File: src/hw/serial0_baud_regs.svh
`ifndef SERIAL0_BAUD_REGS_SVH
`define SERIAL0_BAUD_REGS_SVH
// Register byte addresses
`define ADDR_SERIAL0_CTRL    8'h00
`define ADDR_TIMER2_CTRL     8'h04
`define ADDR_CLOCK_CTRL      8'h08
`define ADDR_POWER_CTRL      8'h0c
`define ADDR_TIMER_MODE      8'h10
`define ADDR_TIMER_CTRL      8'h14
`define ADDR_TIMER2_RELOAD   8'h18
`define ADDR_TIMER2_COUNT    8'h1c
`define ADDR_TIMER1_COUNT    8'h20
`define ADDR_TX_DATA         8'h24
`define ADDR_RX_DATA         8'h28
// Serial control fields
`define SC_MODE_HI           7
`define SC_MODE_LO           6
`define SC_RX_EN             4
`define SC_TX_DONE           1
`define SC_RX_DONE           0
// Timer 2 control fields
`define T2_OVF_FLAG          7
`define T2_RX_SRC            5
`define T2_TX_SRC            4
`define T2_EXT_EN            3
`define T2_RUN               2
// Other fields
`define CK_T1_FAST           4
`define CK_T2_FAST           5
`define PC_DOUBLE            7
`define TM_T1_GATE           7
`define TM_T1_MODE_HI        5
`define TM_T1_MODE_LO        4
`define TC_T1_RUN            6
// Reset values and counts
`define RST_TIMER2_RELOAD    16'h0000
`define RST_TIMER2_COUNT     16'h0000
`define PRESCALE_SLOW        4'd11
`define PRESCALE_FAST        4'd3
`define BIT_DIV              4'd15
`define FRAME_BITS           4'd10
`endif
File: src/hw/serial0_baud_pkg.sv
package serial0_baud_pkg;
  typedef enum logic [1:0] {
    LINE_IDLE  = 2'b00,
    LINE_START = 2'b01,
    LINE_DATA  = 2'b10,
    LINE_STOP  = 2'b11
  } line_state_t;
  typedef struct packed {
    logic [7:0] data;
    logic [3:0] count;
  } shift_t;
endpackage

File: src/hw/serial0_baud_clock_gen.sv
// The register addresses and the AXI4-Lite interface to the registers were chosen for this implementation.
`timescale 1ns/100ps
`include "serial0_baud_regs.svh"
// Function
// - Mode 1 uses port3 bit0 as receive, bit1 as transmit; modes 2-3 start no frames.
// - Mode 0 makes port3 bit1 shift clock; bit0 is driven only while a frame begun in mode 1 is still sending.
// - Timer 2 overflow pulse divided by 16 forms bit clock.
// - Timer 2 rollover reloads the count pair from the reload pair.
// - Baud-generating timer 2 overflows raise no overflow flag.
// - Per-direction select bit picks timer 2 or timer 1 overflow.
// - Timer 2 counts only while its run bit is set.
// - Timer 2 may ignore its external trigger pin entirely.
// - Mode 1 frame is start, eight data, stop: ten bits.
// - Control write with data bits 1:0 zero clears both flags, unless a done sets one in that cycle.
// - Doubling bit doubles the timer 1 derived rate.
// - Timer 2 rate is osc/(192*(65536-reload)), divide-by-4 triples it.
// - Timer 1 mode 2 is 8-bit, reloading from high byte.
// - Timer 1 rate scales with doubling, prescale and 256-reload.
// - Cleared timer 1 run bit stops timer 1 baud clocks.
// - Clock select bit picks divide-by-4 or divide-by-12 timer 2.
// - Gated timer 1 counts only with run bit and gate input.
// - Timer 2 preset all ones overflows on the next timer clock.
module serial0_baud_clock_gen
  import serial0_baud_pkg::*;
(
  input  wire logic        i_clk,
  input  wire logic        i_resetn,
  input  wire logic [7:0]  i_awaddr,
  input  wire logic        i_awvalid,
  output logic             o_awready,
  input  wire logic [31:0] i_wdata,
  input  wire logic [3:0]  i_wstrb,
  input  wire logic        i_wvalid,
  output logic             o_wready,
  output logic [1:0]       o_bresp,
  output logic             o_bvalid,
  input  wire logic        i_bready,
  input  wire logic [7:0]  i_araddr,
  input  wire logic        i_arvalid,
  output logic             o_arready,
  output logic [31:0]      o_rdata,
  output logic [1:0]       o_rresp,
  output logic             o_rvalid,
  input  wire logic        i_rready,
  input  wire logic        i_p3_0,
  output logic             o_p3_0,
  output logic             o_p3_0_oe,
  output logic             o_p3_1,
  input  wire logic        i_timer2_external_trigger,
  input  wire logic        i_external_interrupt1_gate
);
  logic [7:0]  serial0_control_reg, timer2_control_reg, clock_control_reg;
  logic [7:0]  power_control_reg, timer_mode_reg, timer_control_reg;
  logic [15:0] timer2_reload_pair, timer2_count_pair;
  logic [7:0]  timer1_count_reg, timer1_reload_byte, rx_data_reg;
  logic [7:0]  tx_data_reg;
  logic        tx_start_reg;
  logic [1:0]  rx_sync_reg, timer2_external_trigger_sync_reg, gate_sync_reg;
  logic        timer2_external_trigger_prev_reg;
  logic [3:0]  t1_pre_reg, t2_pre_reg;
  logic        t1_half_reg;
  logic [3:0]  tx_div_reg, rx_div_reg;
  logic        aw_got_reg, w_got_reg;
  logic [7:0]  aw_addr_reg;
  logic [31:0] w_data_reg;
  logic [3:0]  w_strb_reg;
  line_state_t tx_state_reg, rx_state_reg;
  shift_t      tx_sh_reg, rx_sh_reg;
  logic        tx_line_reg, rx_prev_reg;
  logic [3:0]  rx_phase_reg;
  logic        tx_done_set, rx_done_set;

  // Byte-lane merge for an 8-bit register in lane 0
  function automatic logic [7:0] merge8(input logic [7:0] old,
                                        input logic [31:0] d,
                                        input logic [3:0] s);
    merge8 = s[0] ? d[7:0] : old;
  endfunction

  // Write channel capture, address and data in either order
  wire wr_fire = aw_got_reg && w_got_reg && !o_bvalid;
  assign o_awready = !aw_got_reg;
  assign o_wready  = !w_got_reg;
  always_ff @(posedge i_clk or negedge i_resetn) begin
    if (!i_resetn) begin
      aw_got_reg  <= 1'b0;
      w_got_reg   <= 1'b0;
      aw_addr_reg <= 8'h00;
      w_data_reg  <= 32'h0000_0000;
      w_strb_reg  <= 4'h0;
      o_bvalid    <= 1'b0;
    end else begin
      if (i_awvalid && o_awready) begin
        aw_got_reg  <= 1'b1;
        aw_addr_reg <= i_awaddr;
      end
      if (i_wvalid && o_wready) begin
        w_got_reg  <= 1'b1;
        w_data_reg <= i_wdata;
        w_strb_reg <= i_wstrb;
      end
      if (wr_fire) begin
        o_bvalid   <= 1'b1;
        aw_got_reg <= 1'b0;
        w_got_reg  <= 1'b0;
      end else if (o_bvalid && i_bready) begin
        o_bvalid <= 1'b0;
      end
    end
  end
  assign o_bresp = 2'b00;
  wire [7:0] waddr = aw_addr_reg;

  // Read channel, unmapped addresses read zero with OKAY
  assign o_arready = !o_rvalid;
  assign o_rresp   = 2'b00;
  always_ff @(posedge i_clk or negedge i_resetn) begin
    if (!i_resetn) begin
      o_rvalid <= 1'b0;
      o_rdata  <= 32'h0000_0000;
    end else if (i_arvalid && o_arready) begin
      o_rvalid <= 1'b1;
      case (i_araddr)
        `ADDR_SERIAL0_CTRL:  o_rdata <= {24'h0, serial0_control_reg};
        `ADDR_TIMER2_CTRL:   o_rdata <= {24'h0, timer2_control_reg};
        `ADDR_CLOCK_CTRL:    o_rdata <= {24'h0, clock_control_reg};
        `ADDR_POWER_CTRL:    o_rdata <= {24'h0, power_control_reg};
        `ADDR_TIMER_MODE:    o_rdata <= {24'h0, timer_mode_reg};
        `ADDR_TIMER_CTRL:    o_rdata <= {24'h0, timer_control_reg};
        `ADDR_TIMER2_RELOAD: o_rdata <= {16'h0, timer2_reload_pair};
        `ADDR_TIMER2_COUNT:  o_rdata <= {16'h0, timer2_count_pair};
        `ADDR_TIMER1_COUNT:
          o_rdata <= {16'h0, timer1_reload_byte, timer1_count_reg};
        `ADDR_RX_DATA:       o_rdata <= {24'h0, rx_data_reg};
        default:             o_rdata <= 32'h0000_0000;
      endcase
    end else if (o_rvalid && i_rready) begin
      o_rvalid <= 1'b0;
    end
  end

  // Pin synchronisers; first stage feeds only the second
  always_ff @(posedge i_clk or negedge i_resetn) begin
    if (!i_resetn) begin
      rx_sync_reg   <= 2'b11;
      timer2_external_trigger_sync_reg <= 2'b00;
      gate_sync_reg <= 2'b00;
    end else begin
      rx_sync_reg   <= {rx_sync_reg[0], i_p3_0};
      timer2_external_trigger_sync_reg <= {timer2_external_trigger_sync_reg[0], i_timer2_external_trigger};
      gate_sync_reg <= {gate_sync_reg[0], i_external_interrupt1_gate};
    end
  end
  wire rx_pin = rx_sync_reg[1];

  // Prescalers: divide-by-12 or divide-by-4 timer ticks
  // prescale select
  wire t2_fast = clock_control_reg[`CK_T2_FAST];
  wire t1_fast = clock_control_reg[`CK_T1_FAST];
  wire t2_tick = (t2_pre_reg == (t2_fast ? `PRESCALE_FAST : `PRESCALE_SLOW));
  wire t1_tick = (t1_pre_reg == (t1_fast ? `PRESCALE_FAST : `PRESCALE_SLOW));
  always_ff @(posedge i_clk or negedge i_resetn) begin
    if (!i_resetn) begin
      t2_pre_reg <= 4'h0;
      t1_pre_reg <= 4'h0;
    end else begin
      t2_pre_reg <= t2_tick ? 4'h0 : t2_pre_reg + 4'h1;
      t1_pre_reg <= t1_tick ? 4'h0 : t1_pre_reg + 4'h1;
    end
  end

  // Timer 2 baud mode when either direction selects it
  wire t2_baud = timer2_control_reg[`T2_RX_SRC] |
                 timer2_control_reg[`T2_TX_SRC];
  wire t2_count = timer2_control_reg[`T2_RUN] && t2_tick;
  wire t2_ovf = t2_count && (timer2_count_pair == 16'hffff);
  wire timer2_external_trigger_fall = timer2_control_reg[`T2_EXT_EN] &&
                   timer2_external_trigger_prev_reg && !timer2_external_trigger_sync_reg[1];

  // divide chain 32 (16 with doubling) * prescale * (256 - reload)
  wire t1_gate_ok = !timer_mode_reg[`TM_T1_GATE] || gate_sync_reg[1];
  wire t1_count = timer_control_reg[`TC_T1_RUN] && t1_gate_ok && t1_tick;
  wire t1_mode2 = timer_mode_reg[`TM_T1_MODE_HI:`TM_T1_MODE_LO] == 2'b10;
  wire t1_ovf_raw = t1_count && t1_mode2 && (timer1_count_reg == 8'hff);
  wire t1_ovf = t1_ovf_raw && (power_control_reg[`PC_DOUBLE] || t1_half_reg);

  // Register writes and timers
  always_ff @(posedge i_clk or negedge i_resetn) begin
    if (!i_resetn) begin
      serial0_control_reg <= 8'h00;
      timer2_control_reg  <= 8'h00;
      clock_control_reg   <= 8'h00;
      power_control_reg   <= 8'h00;
      timer_mode_reg      <= 8'h00;
      timer_control_reg   <= 8'h00;
      timer2_reload_pair  <= `RST_TIMER2_RELOAD;
      timer2_count_pair   <= `RST_TIMER2_COUNT;
      timer1_count_reg    <= 8'h00;
      timer1_reload_byte  <= 8'h00;
      t1_half_reg         <= 1'b0;
      timer2_external_trigger_prev_reg       <= 1'b0;
      tx_data_reg         <= 8'h00;
      tx_start_reg        <= 1'b0;
    end else begin
      timer2_external_trigger_prev_reg <= timer2_external_trigger_sync_reg[1];
      tx_start_reg  <= 1'b0;
      if (t2_ovf) begin
        timer2_count_pair <= timer2_reload_pair;
      end else if (t2_count) begin
        timer2_count_pair <= timer2_count_pair + 16'h0001;
      end
      if (t1_ovf_raw) begin
        timer1_count_reg <= timer1_reload_byte;
        t1_half_reg      <= !t1_half_reg;
      end else if (t1_count) begin
        timer1_count_reg <= timer1_count_reg + 8'h01;
      end
      // no overflow flag in baud mode
      if (t2_ovf && !t2_baud) begin
        timer2_control_reg[`T2_OVF_FLAG] <= 1'b1;
      end
      if (timer2_external_trigger_fall && !t2_baud) begin
        timer2_control_reg[6] <= 1'b1;
      end
      if (tx_done_set) begin
        serial0_control_reg[`SC_TX_DONE] <= 1'b1;
      end
      if (rx_done_set) begin
        serial0_control_reg[`SC_RX_DONE] <= 1'b1;
      end
      if (wr_fire) begin
        case (waddr)
          `ADDR_SERIAL0_CTRL: begin
            serial0_control_reg <= {merge8(serial0_control_reg, w_data_reg,
                w_strb_reg)} | {6'h00, tx_done_set, rx_done_set};
          end
          `ADDR_TIMER2_CTRL: begin
            timer2_control_reg <= merge8(timer2_control_reg, w_data_reg,
                w_strb_reg) | {t2_ovf && !t2_baud, timer2_external_trigger_fall && !t2_baud,
                6'h00};
          end
          `ADDR_CLOCK_CTRL:
            clock_control_reg <= merge8(clock_control_reg, w_data_reg,
                w_strb_reg);
          `ADDR_POWER_CTRL:
            power_control_reg <= merge8(power_control_reg, w_data_reg,
                w_strb_reg);
          `ADDR_TIMER_MODE:
            timer_mode_reg <= merge8(timer_mode_reg, w_data_reg,
                w_strb_reg);
          `ADDR_TIMER_CTRL:
            timer_control_reg <= merge8(timer_control_reg, w_data_reg,
                w_strb_reg);
          `ADDR_TIMER2_RELOAD: begin
            if (w_strb_reg[0]) timer2_reload_pair[7:0] <= w_data_reg[7:0];
            if (w_strb_reg[1]) timer2_reload_pair[15:8] <= w_data_reg[15:8];
          end
          `ADDR_TIMER2_COUNT: begin
            if (w_strb_reg[0]) timer2_count_pair[7:0] <= w_data_reg[7:0];
            if (w_strb_reg[1]) timer2_count_pair[15:8] <= w_data_reg[15:8];
          end
          `ADDR_TIMER1_COUNT: begin
            if (w_strb_reg[0]) timer1_count_reg <= w_data_reg[7:0];
            if (w_strb_reg[1]) timer1_reload_byte <= w_data_reg[15:8];
          end
          `ADDR_TX_DATA: begin
            tx_data_reg  <= w_data_reg[7:0];
            tx_start_reg <= w_strb_reg[0];
          end
          default: ;
        endcase
      end
    end
  end

  wire tx_src = timer2_control_reg[`T2_TX_SRC] ? t2_ovf : t1_ovf;
  wire rx_src = timer2_control_reg[`T2_RX_SRC] ? t2_ovf : t1_ovf;
  wire tx_bit = tx_src && (tx_div_reg == `BIT_DIV);
  always_ff @(posedge i_clk or negedge i_resetn) begin
    if (!i_resetn) begin
      tx_div_reg <= 4'h0;
      rx_div_reg <= 4'h0;
    end else begin
      if (tx_src) tx_div_reg <= tx_div_reg + 4'h1;
      if (rx_src) rx_div_reg <= rx_div_reg + 4'h1;
    end
  end

  // tick ratio gives the timer 2 rate
  // Transmitter; a byte written mid-frame is dropped
  wire mode1 = serial0_control_reg[`SC_MODE_HI:`SC_MODE_LO] == 2'b01;
  assign tx_done_set = tx_bit && (tx_state_reg == LINE_STOP);
  always_ff @(posedge i_clk or negedge i_resetn) begin
    if (!i_resetn) begin
      tx_state_reg <= LINE_IDLE;
      tx_sh_reg    <= '0;
      tx_line_reg  <= 1'b1;
    end else begin
      case (tx_state_reg)
        LINE_IDLE: if (tx_start_reg && mode1) begin
          tx_sh_reg    <= '{data: tx_data_reg, count: 4'h0};
          tx_state_reg <= LINE_START;
        end
        LINE_START: if (tx_bit) begin
          tx_line_reg  <= 1'b0;
          tx_state_reg <= LINE_DATA;
        end
        LINE_DATA: if (tx_bit) begin
          tx_line_reg     <= tx_sh_reg.data[0];
          tx_sh_reg.data  <= {1'b0, tx_sh_reg.data[7:1]};
          tx_sh_reg.count <= tx_sh_reg.count + 4'h1;
          if (tx_sh_reg.count == 4'h7) tx_state_reg <= LINE_STOP;
        end
        LINE_STOP: if (tx_bit) begin
          tx_line_reg  <= 1'b1;
          tx_state_reg <= LINE_IDLE;
        end
        default: tx_state_reg <= LINE_IDLE;
      endcase
    end
  end

  // Receiver samples mid-bit, 16 overflow ticks per bit
  wire rx_en = serial0_control_reg[`SC_RX_EN] && mode1;
  wire rx_mid = rx_src && (rx_phase_reg == 4'h7);
  assign rx_done_set = rx_mid && (rx_state_reg == LINE_STOP) && rx_pin;
  always_ff @(posedge i_clk or negedge i_resetn) begin
    if (!i_resetn) begin
      rx_state_reg <= LINE_IDLE;
      rx_sh_reg    <= '0;
      rx_phase_reg <= 4'h0;
      rx_prev_reg  <= 1'b1;
      rx_data_reg  <= 8'h00;
    end else begin
      rx_prev_reg <= rx_pin;
      if (rx_src) rx_phase_reg <= rx_phase_reg + 4'h1;
      case (rx_state_reg)
        LINE_IDLE: if (rx_en && rx_prev_reg && !rx_pin) begin
          rx_phase_reg <= 4'h0;
          rx_state_reg <= LINE_START;
        end
        LINE_START: if (rx_mid) begin
          rx_sh_reg    <= '0;
          rx_state_reg <= rx_pin ? LINE_IDLE : LINE_DATA;
        end
        LINE_DATA: if (rx_mid) begin
          rx_sh_reg.data  <= {rx_pin, rx_sh_reg.data[7:1]};
          rx_sh_reg.count <= rx_sh_reg.count + 4'h1;
          if (rx_sh_reg.count == 4'h7) rx_state_reg <= LINE_STOP;
        end
        LINE_STOP: if (rx_mid) begin
          if (rx_pin) rx_data_reg <= rx_sh_reg.data;
          rx_state_reg <= LINE_IDLE;
        end
        default: rx_state_reg <= LINE_IDLE;
      endcase
    end
  end

  // port 3 pins in modes 1-3
  // mode 0 shift clock and data
  wire mode0 = serial0_control_reg[`SC_MODE_HI:`SC_MODE_LO] == 2'b00;
  assign o_p3_1    = mode0 ? rx_div_reg[3] : tx_line_reg;
  assign o_p3_0    = tx_line_reg;
  assign o_p3_0_oe = mode0 && (tx_state_reg != LINE_IDLE);
endmodule

File: config.mk
export PLATFORM = sky130hd
export DESIGN_NAME = serial0_baud_clock_gen
export DESIGN_NICKNAME = d
export VERILOG_FILES = /design/src/hw/serial0_baud_pkg.sv /design/src/hw/serial0_baud_clock_gen.sv
export VERILOG_INCLUDE_DIRS = /design/src /design/src/hw
export SDC_FILE = /design/constraint.sdc
export NUM_CORES = 1
export LEC_CHECK = 0
export ABC_AREA = 1
export BUFFER_PORTS_ARGS = -buffer_cell sky130_fd_sc_hd__buf_2
export CAP_MARGIN = 30
export CORE_MARGIN = 1
export CORE_UTILIZATION = 36
export DETAILED_ROUTE_END_ITERATION = 10
export GPL_ROUTABILITY_DRIVEN = 0
export GPL_TIMING_DRIVEN = 0
export HOLD_SLACK_MARGIN = 0.06
export SYNTH_ARGS = -nofsm -noshare
export SYNTH_HDL_FRONTEND = slang
export SYNTH_SLANG_ARGS = --single-unit
File: constraint.sdc
create_clock -name i_clk -period 1.7 [get_ports i_clk]
set_input_delay 0.17 -clock i_clk [delete_from_list [all_inputs] [get_ports i_clk]]
set_output_delay 0.17 -clock i_clk [all_outputs]
set_load 0.05 [all_outputs]
==> out/qor.txt, run 1 <==
Hold Path Stages: 3
P_int: 11.8 mW
CTS tree: built
HP Start: i_arvalid
Worst path most repeated cell: nor2_4
synth unique cells: 50
failing checks: setup timing
Pre-antenna DRT Iters: 6
Setup crit end kind: flop
sequential share of power: 38.2%
worst-path cell chain: ha_2 -> inv_2 -> nor2_4 -> nand3_4 -> nor2_4 -> nand2_4 -> o21ai_4 -> nand3_4 -> buf_4 -> nor2_4 -> nand2_1 -> o21a_1
Critical Path RT: 2.13 ns
Final Skew: 0.0268 ns
IO Count: 106
Seq cells post-synth: 217
CP Data Arrival Time: 2.44 ns
Comb pwr share: 30.8%
Clock Path Buffers: 3
slowest CP cell: dfrtp_1
Synth top area share: 50.6%
static leakage: 6.91 nW
Clk Latency, worst-skew pair: 0.55 ns
CTS Buf Count: 26
Synth area leader: dfrtp_1
vias per std cell: 5.11
Detailed Route WL: 32,200 um
Sw Share: 36.7%
Finish-stage setup viols: 82
EDFF count, synth: 0
largest cells by area after synthesis: dfrtp_1 (51%), nand2_1 (11%), o21ai_0 (6.3%)
# fillers: 2,633
placed cells: 1,715
VDD IR max: 0.000845 V
IO Port Bufs: 67
GRT Residual Overflow: 0
diodes inserted: 0
Storage cell area: 5440 um2
Final Hold Fails: 0
NetSw: 6.85 mW
Tot GR Track Use: 21.4%
Area Overhead vs Synth: 37.7%
slowest stage delay, CP: 0.36 ns
Hold WS: 0.103 ns
synth cell count leaders: nand2_1 (318), dfrtp_1 (213), o21ai_0 (132), inv_1 (124), nor2_1 (88)
Iteration-0 DRC Markers: 923
Max Cap Viol: 0
Fmax: 0.498 GHz
min cycle time layout: 2.01 ns
sequential fraction of the synthesis area: 51.6%
hold crit path type: input pin to flop
Slew HR: 39.6%
Mean Syn Cell Area: 8.47 um2
final net count: 1,546
Final Cycle Share: 118%
H-tree levels: 1
Cells after Synth: 1,243
CTS sink count: 217
final worst slack: -0.306 ns
synthesized cell area: 10,500 um2
overall power: 18.7 mW
Die Span Y: 173 um
Worst setup SP type: flop
PD cells: 1290 nW/um2
Chip Width: 173 um
Clock Pin Slew Worst Setup and Hold Paths: 0.06 ns
hpwl dp: 21,500 um
WS Path Type: flop to flop
Slew Viols, Final: 0
yosys warns: 0
Worst-Margin Slew: 0.906 ns
multi-input logic area: 5210 um2
Die ar.: 29,900 um2
core area: 28,700 um2
asr flop ratio synth: 100%
first-pass GRT wire length: 50,400 um
Non-Filler Instances: 1,875
CTS Root Cell: clkbuf_16
row cnt: 62
initial core utilization: 36.7%
Residual DRC: 0
vias after detailed routing: 9,584
largest net degree at the start of global routing: 115
worst setup path start: t1_pre_reg[1]$_DFF_PN0_
Final Util: 50.5%
antenna-violating nets left: 0
Most used DFF post-synth: dfrtp_1
top-count cell post-synth: nand2_1
CP max FO: 4
vias in the first global route: 9,161
layout cells sized above 1: 29.5%
FF-to-FF path depth: 12
RR Startpoint: t1_pre_reg[1]$_DFF_PN0_
number of antenna violations at the first check in global routing: 0
clock group share of total power: 30.9%
per-cell routed wire length: 17.2 um
TNS Setup: -13.62 ns
outcome: complete, but fails checks
RSZ-0062 raised after global routing: true
[metal layers]
layer | global-route usage [%] | part of all wire (%) | wire, um
met4 | 6.45 | 2.7 | 870
met3 | 4.31 | 7.2 | 2320
met1 | 29.4 | 43 | 13900
met5 | 0 | 0 | 0
met2 | 34.0 | 47 | 15100
[power by group through the flow]
stage / clock, mW / combinational, mW / sequential, mW
4_1_cts: 5.86 / 4.93 / 7.07
5_1_grt: 6.11 / 6.31 / 7.27
3_3_place_gp: 0 / 4.13 / 7.07
6_report: 5.78 / 5.76 / 7.15
2_1_floorplan: 0 / 2.93 / 6.93
3_5_place_dp: 0 / 4.22 / 7.11
[layout make-up]
cell class | count | area share [%]
sequential | 217 | 37.6
multi-input combinational | 864 | 36.0
timing repair buffer | 182 | 10.4
clock buffer | 40 | 5.47
inverter | 130 | 3.76
tap | 384 | 3.32
buffer | 50 | 2.80
clock inverter | 8 | 0.734
[path summary, 6_finish.rpt]
kind / endpoint / slack [ns]
hold / removal: o_rdata[9]$_DFFE_PN0P_ / 0.10
hold reg to reg: timer2_external_trigger_sync_reg[1]$_DFF_PN0_ / 0.35
min in group asynchronous: tx_sh_reg[2]$_DFFE_PN0P_ / 0.24
setup reg to reg: rx_sh_reg[0]$_DFFE_PN0P_ / -0.31
setup / recovery: rx_sh_reg[0]$_DFFE_PN0P_ / -0.31
max in group asynchronous: timer2_count_pair[12]$_DFF_PN0_ / 0.32
[logic make-up (layout without fill, tap and decap cells)]
group                      Yosys count  after routing  synth area share [%]
and+or+nand+nor                    530            532                  21.9
AOI/OAI and AO/OA                  258            258                  13.7
DFF                                217            217                  51.6
buffers and inverters              183            410                  7.43
xor gates and xnor gates            25             25                  2.08
muxes                               16             16                  1.60
adders and majority gates           13             13                  1.55
other                                1             20                0.0356
[metrics by stage]
step                      setup slack, ns  cell area [um2]
final                              -0.306            14500
after global routing               -0.393            14500
after CTS                          -0.364            13500
after detailed placement           -0.648            11500
after global placement              -3.90            11400
after floorplan                    -0.125            10600
[placed cells by master (no fill, tap or decap), types with 10 or more instances in the layout]
master and instances:
a21oi_1 47, a21oi_2 11, buf_2 67, buf_4 70, buf_6 28, clkbuf_1 17, clkbuf_16 29, clkbuf_8 10
conb_1 20, dfrtp_1 208, dlygate4sd3_1 34, inv_1 109, nand2_1 260, nand2_2 37, nand2_4 23, nand3_1 52
nand4_1 17, nor2_1 71, nor2_4 21, nor3_4 13, o21ai_0 71, o21ai_1 53, o21ai_2 25, o22ai_1 13
xor2_1 20
[critical path, delay by kind of cell, from the launching register on]
kind	cells	cell delay, ns
flip-flops	1	0.36
adder cells (fa/ha/maj)	1	0.19
AND/OR/NAND/NOR	7	0.74
buffers and inverters	2	0.24
AO/OA/AOI/OAI	2	0.35
[timing repair]
item,4_1_cts,5_1_grt
resized for setup,154,208
hold buffers,34,0
setup buffers,40,32
cloned,5,4
pin swaps,33,47
endpoints found under the hold margin,133,0
endpoints found under the setup margin,158,164
No activity file was read; power rests on OpenSTA's default activity.
==> run 2: changes to the inputs <==
--- a/config.mk
+++ b/config.mk
@@ -9,6 +9,7 @@
 export ABC_AREA = 1
 export BUFFER_PORTS_ARGS = -buffer_cell sky130_fd_sc_hd__buf_2
 export CAP_MARGIN = 30
+export CORE_ASPECT_RATIO = 1.4
 export CORE_MARGIN = 1
 export CORE_UTILIZATION = 36
 export DETAILED_ROUTE_END_ITERATION = 10
==> run 2 against run 1 <==
Against the previous run:
- the run still ends with setup timing left
- sequential share of layout area down 0.17 points
- first-iteration DRC count down 22%
- power up 0.63%
- worst setup slack worse by 0.011 ns
- worst hold slack worse by 0.023 ns
- non-clock buffer count up 6
- global-route usage down 0.58 points
- clock skew up 0.00083 ns
- core utilization up 0.46 points
- sequential power about the same
- via count down 0.59%
- sequential cell count unchanged
- largest power group unchanged
==> out/qor.txt, run 2 (synthesized netlist as in run 1, its figures left out) <==
Hold WS: 0.0806 ns
CP Data Arrival Time: 2.48 ns
Clock Path Buffers: 3
multi-input logic area: 5340 um2
Worst-Margin Slew: 0.930 ns
hpwl dp: 21,600 um
Iteration-0 DRC Markers: 722
number of antenna violations at the first check in global routing: 0
Residual DRC: 0
vias in the first global route: 9,011
WHS Endpoint: w_strb_reg[0]$_DFFE_PN0P_
worst setup path start: t1_pre_reg[0]$_DFF_PN0_
Setup crit end kind: flop
Storage cell area: 5450 um2
PD cells: 1290 nW/um2
largest net degree at the start of global routing: 111
IO Count: 106
hold crit path type: input pin to flop
R2R Path End: rx_sh_reg[5]$_DFFE_PN0P_
CTS Root Cell: clkbuf_16
metal3 WL: 1540 um
Top Layer Used: met4
first-pass GRT wire length: 48,300 um
RR Startpoint: t1_pre_reg[0]$_DFF_PN0_
GRT Residual Overflow: 0
CTS sink count: 217
VDD IR max: 0.000604 V
final worst slack: -0.317 ns
most frequent cells in the layout: nand2_1 (235), dfrtp_1 (205), inv_1 (105), nor2_1 (70), buf_4 (70)
Clk Latency, worst-skew pair: 0.55 ns
FF-to-FF path depth: 12
diodes inserted: 0
Max Cap Viol: 0
CTS Buf Count: 24
IO Port Bufs: 67
Final Util: 50.9%
# fillers: 2,584
per-cell routed wire length: 17.2 um
Final Hold Fails: 0
commonest non-fill, non-tap cell in the layout: nand2_1
vias after detailed routing: 9,527
H-tree levels: 1
RSZ-0062 raised after global routing: true
failing checks: setup timing
TNS Setup: -12.81 ns
Worst setup SP type: flop
Hold Path Stages: 4
initial core utilization: 36.8%
vias per std cell: 5.10
Final Cycle Share: 119%
Finish-stage setup viols: 71
overall power: 18.8 mW
WS Path Type: flop to flop
Chip Width: 147 um
DR WL met2: 16,400 um
pre-CTS setup slack: -0.767 ns
Critical Path RT: 2.16 ns
CTS tree: built
antenna-violating nets left: 0
Die Span Y: 204 um
Met1 Wirelength: 12,400 um
Clock Pin Slew Worst Setup and Hold Paths: 0.07 ns
CP max FO: 5
final net count: 1,550
Slew HR: 38.0%
r2r setup slk: -0.32 ns
Tot GR Track Use: 20.8%
static leakage: 6.86 nW
min cycle time layout: 2.02 ns
Slew Viols, Final: 0
row cnt: 73
outcome: complete, but fails checks
Detailed Route WL: 32,100 um
layout cells sized above 1: 33.0%
Pre-antenna DRT Iters: 6
Die ar.: 29,900 um2
core area: 28,600 um2
Fmax: 0.496 GHz
Area Overhead vs Synth: 38.4%
HP Start: i_wvalid
Final Skew: 0.0276 ns
==> run 2: changes by cell type in the layout (fill, tap and decap cells not counted), sizes merged <==
cell,previous run,this run
bufinv,2,3
clkinvlp,3,2
inv,126,128
buf,179,187
clkbuf,59,49
clkinv,7,9
==> run 2: worst max-delay path, cell delays in order (launching register included) <==
cell     delay, ns
dfrtp_1       0.40
ha_4          0.15
inv_2         0.04
nor2_4        0.10
nand3_4       0.13
nor2_4        0.15
nand2_4       0.07
o21ai_4       0.25
nand3_4       0.17
buf_12        0.18
nor2_4        0.14
nand2_1       0.08
nand2_1       0.06
==> run 2: worst max-delay path by stage <==
stage	endpoint	cells after the start
global route	rx_sh_reg[5]$_DFFE_PN0P_	12
CTS	rx_sh_reg[5]$_DFFE_PN0P_	12
detailed placement	timer2_count_pair[8]$_DFF_PN0_	6
global placement	o_rvalid$_DFFE_PN0P_	1
finish	rx_sh_reg[5]$_DFFE_PN0P_	12
floorplan	tx_data_reg[6]$_DFFE_PN0P_	8
==> run 2: report_power, final <==
group / leakage, nW / internal [mW] / total, mW / switching, mW
combinational: 3.60 / 2.25 / 6.11 / 3.85
clock: 0.413 / 3.29 / 5.51 / 2.22
sequential: 2.85 / 6.25 / 7.18 / 0.931
total: 6.86 / 11.8 / 18.8 / 7.01
==> run 2: routing by layer <==
layer  track usage (%)  vias to the layer above
met5                 0                        -
met4              10.5                        0
met3              2.37                      102
met2              37.1                      296
met1              24.6                     4593
li1                  -                     4536
==> run 2: cell type report <==
| class | instances | area share, % |
|---|---|---|
| Buffer | 52 | 2.95 |
| Clock buffer | 32 | 4.67 |
| Clock inverter | 12 | 1.07 |
| Inverter | 130 | 3.65 |
| Multi-Input combinational cell | 864 | 36.7 |
| Sequential cell | 217 | 37.4 |
| Tap cell | 375 | 3.22 |
| Timing Repair Buffer | 186 | 10.4 |
==> run 2: timing repair <==
action | 4_1_cts | 5_1_grt
buffers inserted | 31 | 42
pin swaps | 22 | 54
resized for setup | 146 | 293
endpoints found under the setup margin | 157 | 167
hold buffers | 34 | 0
hold endpoints to repair | 137 | 0
gates cloned | 4 | 11
==> run 2: per-stage QoR <==
step / instances / area [um2]
after CTS: 1817 / 13300
after detailed placement: 1705 / 11500
after floorplan: 1262 / 10600
after global placement: 1704 / 11400
after global routing: 1868 / 14600
final: 1868 / 14600
==> run 3: changes to the inputs <==
--- a/config.mk
+++ b/config.mk
@@ -9,13 +9,17 @@
 export ABC_AREA = 1
 export BUFFER_PORTS_ARGS = -buffer_cell sky130_fd_sc_hd__buf_2
 export CAP_MARGIN = 30
+export CELL_PAD_IN_SITES_DETAIL_PLACEMENT = 1
+export CELL_PAD_IN_SITES_GLOBAL_PLACEMENT = 1
 export CORE_ASPECT_RATIO = 1.4
 export CORE_MARGIN = 1
 export CORE_UTILIZATION = 36
+export CTS_BUF_LIST = sky130_fd_sc_hd__clkbuf_16
 export DETAILED_ROUTE_END_ITERATION = 10
 export GPL_ROUTABILITY_DRIVEN = 0
 export GPL_TIMING_DRIVEN = 0
 export HOLD_SLACK_MARGIN = 0.06
+export PLACE_DENSITY_LB_ADDON = 0.1
 export SYNTH_ARGS = -nofsm -noshare
 export SYNTH_HDL_FRONTEND = slang
 export SYNTH_SLANG_ARGS = --single-unit
==> run 3 against run 2 <==
Against the previous run:
- the run still ends with setup timing left
- design area is 0.58% higher
- global-route usage increased by 3.9 points
- register-to-register slack hardly changed
- sequential power about the same
- sequential share of layout area shrank 0.24 points
- combinational power rose by 3%
- clock-buffer cell count fell by 9
- die area stayed put
- worst setup slack worse by 0.0040 ns
- non-clock buffer count rose by 9
- largest power group unchanged
==> out/qor.txt, run 3 (synthesized netlist as in run 1, its figures left out) <==
Clock Path Buffers: 3
vias in the first global route: 10,164
Residual DRC: 0
Area Overhead vs Synth: 39.2%
Final Skew: 0.0166 ns
first-pass GRT wire length: 57,300 um
Iteration-0 DRC Markers: 378
final worst slack: -0.321 ns
min cycle time layout: 2.02 ns
slowest stage delay, CP: 0.40 ns
most frequent cells in the layout: nand2_1 (251), dfrtp_1 (208), inv_1 (103), o21ai_0 (73), buf_4 (73)
CP max FO: 5
vias per std cell: 5.15
PD cells: 1250 nW/um2
CTS sink count: 217
CP top delay family: simple AND/OR/NAND/NOR gates
GRT Residual Overflow: 0
TNS Setup: -17.98 ns
static leakage: 6.95 nW
Detailed Route WL: 37,400 um
outcome: complete, but fails checks
Comb pwr share: 34.4%
WS Path Type: flop to flop
Sw Share: 39.1%
Non-Filler Instances: 1,875
clock group share of total power: 26.3%
Final Hold Fails: 0
Hold WS: 0.113 ns
NetSw: 7.14 mW
IO Count: 106
H-tree levels: 1
GR Util met1: 29.4%
Die Span Y: 204 um
Chip Width: 147 um
slowest CP cell: dfrtp_1
VDD IR max: 0.000845 V
IO Port Bufs: 67
Clk Latency, worst-skew pair: 0.52 ns
largest net degree at the start of global routing: 102
sequential share of power: 39.3%
fin area: 14,600 um2
Setup crit end kind: flop
commonest non-fill, non-tap cell in the layout: nand2_1
met3 usage: 2.34%
CTS Root Cell: clkbuf_16
Worst-Margin Slew: 0.995 ns
per-cell routed wire length: 20.0 um
Final Util: 51.2%
antenna-violating nets left: 0
worst-path cell chain: nand2_1 -> nor3_4 -> nand2_1 -> nor2_4 -> nand2_4 -> nand2_4 -> nand3_4 -> buf_6 -> buf_6 -> o21ai_1 -> nand2_1
row cnt: 73
number of antenna violations at the first check in global routing: 0
layout cells sized above 1: 32.8%
placed cells: 1,706
Fmax: 0.495 GHz
overall power: 18.3 mW
GR peak layer: met2
Critical Path RT: 2.09 ns
diodes inserted: 0
Post-Place Cell Area: 11,500 um2
hpwl dp: 25,400 um
Slew Viols, Final: 0
Max Cap Viol: 0
Slew HR: 33.7%
met2 usage: 45.0%
vias after detailed routing: 9,655
hold crit path type: input pin to flop
pre-CTS setup slack: -0.924 ns
initial core utilization: 36.8%
Finish-stage setup viols: 91
core area: 28,600 um2
Worst path most repeated cell: nand2_1
CTS tree: built
final net count: 1,559
CTS Buf Count: 23
P_int: 11.1 mW
Clock Pin Slew Worst Setup and Hold Paths: 0.07 ns
failing checks: setup timing
Final Cycle Share: 119%
Die ar.: 29,900 um2
CP Data Arrival Time: 2.41 ns
Pre-antenna DRT Iters: 4
RSZ-0062 raised after global routing: true
Worst setup SP type: flop
Buf/Inv on CP: 2
Tot GR Track Use: 24.7%
run 3: path summary, 6_finish.rpt:
| kind | start | to | slack (ns) | cells past startpoint |
|---|---|---|---|---|
| min in group asynchronous | i_resetn | t1_pre_reg[0]$_DFF_PN0_ | 0.17 | 2 |
| worst max-delay path | timer2_count_pair[8]$_DFF_PN0_ | rx_sh_reg[9]$_DFFE_PN0P_ | -0.32 | 11 |
| worst min register to register | gate_sync_reg[0]$_DFF_PN0_ | gate_sync_reg[1]$_DFF_PN0_ | 0.35 | 0 |
| worst min-delay path | i_arvalid | o_rdata[9]$_DFFE_PN0P_ | 0.11 | 3 |
| max in group asynchronous | i_resetn | o_rvalid$_DFFE_PN0P_ | 0.62 | 3 |
| worst max register to register | timer2_count_pair[8]$_DFF_PN0_ | rx_sh_reg[9]$_DFFE_PN0P_ | -0.32 | 11 |
run 3: worst register-to-register path: cells and delay by family (launching register included):
| family | cells | cell delay [ns] |
|---|---|---|
| buffers and inverters | 2 | 0.30 |
| AO/OA/AOI/OAI | 1 | 0.12 |
| AND/OR/NAND/NOR | 8 | 1.10 |
| flip-flops | 1 | 0.40 |
run 3: layout make-up:
type,count,area [um2]
well taps,375,469
multi-input cells,865,5410
clock inverters,18,113
clock buffers,23,576
fillers,3277,13900
repair buffers,196,1680
plain buffers,51,430
flip-flops and latches,217,5440
inverters,130,532
run 3: repair_timing:
action,CTS,global route
cloned,8,4
setup buffers,49,36
hold endpoints to repair,144,0
pin swaps,34,63
hold buffers,34,0
endpoints found under the setup margin,183,163
resized for setup,240,187
run 3: routing by layer:
metal  up-vias  wire length [um]
li1       4554                 -
met1      4861             15300
met2       164             19500
met3        76              1050
met4         0              1650
met5         -                 0
run 3: power by group through the flow:
stage	registers, mW	logic (mW)	clock network [mW]
global route	7.30	6.84	5.07
finish	7.18	6.30	4.80
global placement	7.10	4.22	0
floorplan	6.93	2.93	0
CTS	7.11	5.53	4.90
detailed placement	7.14	4.36	0
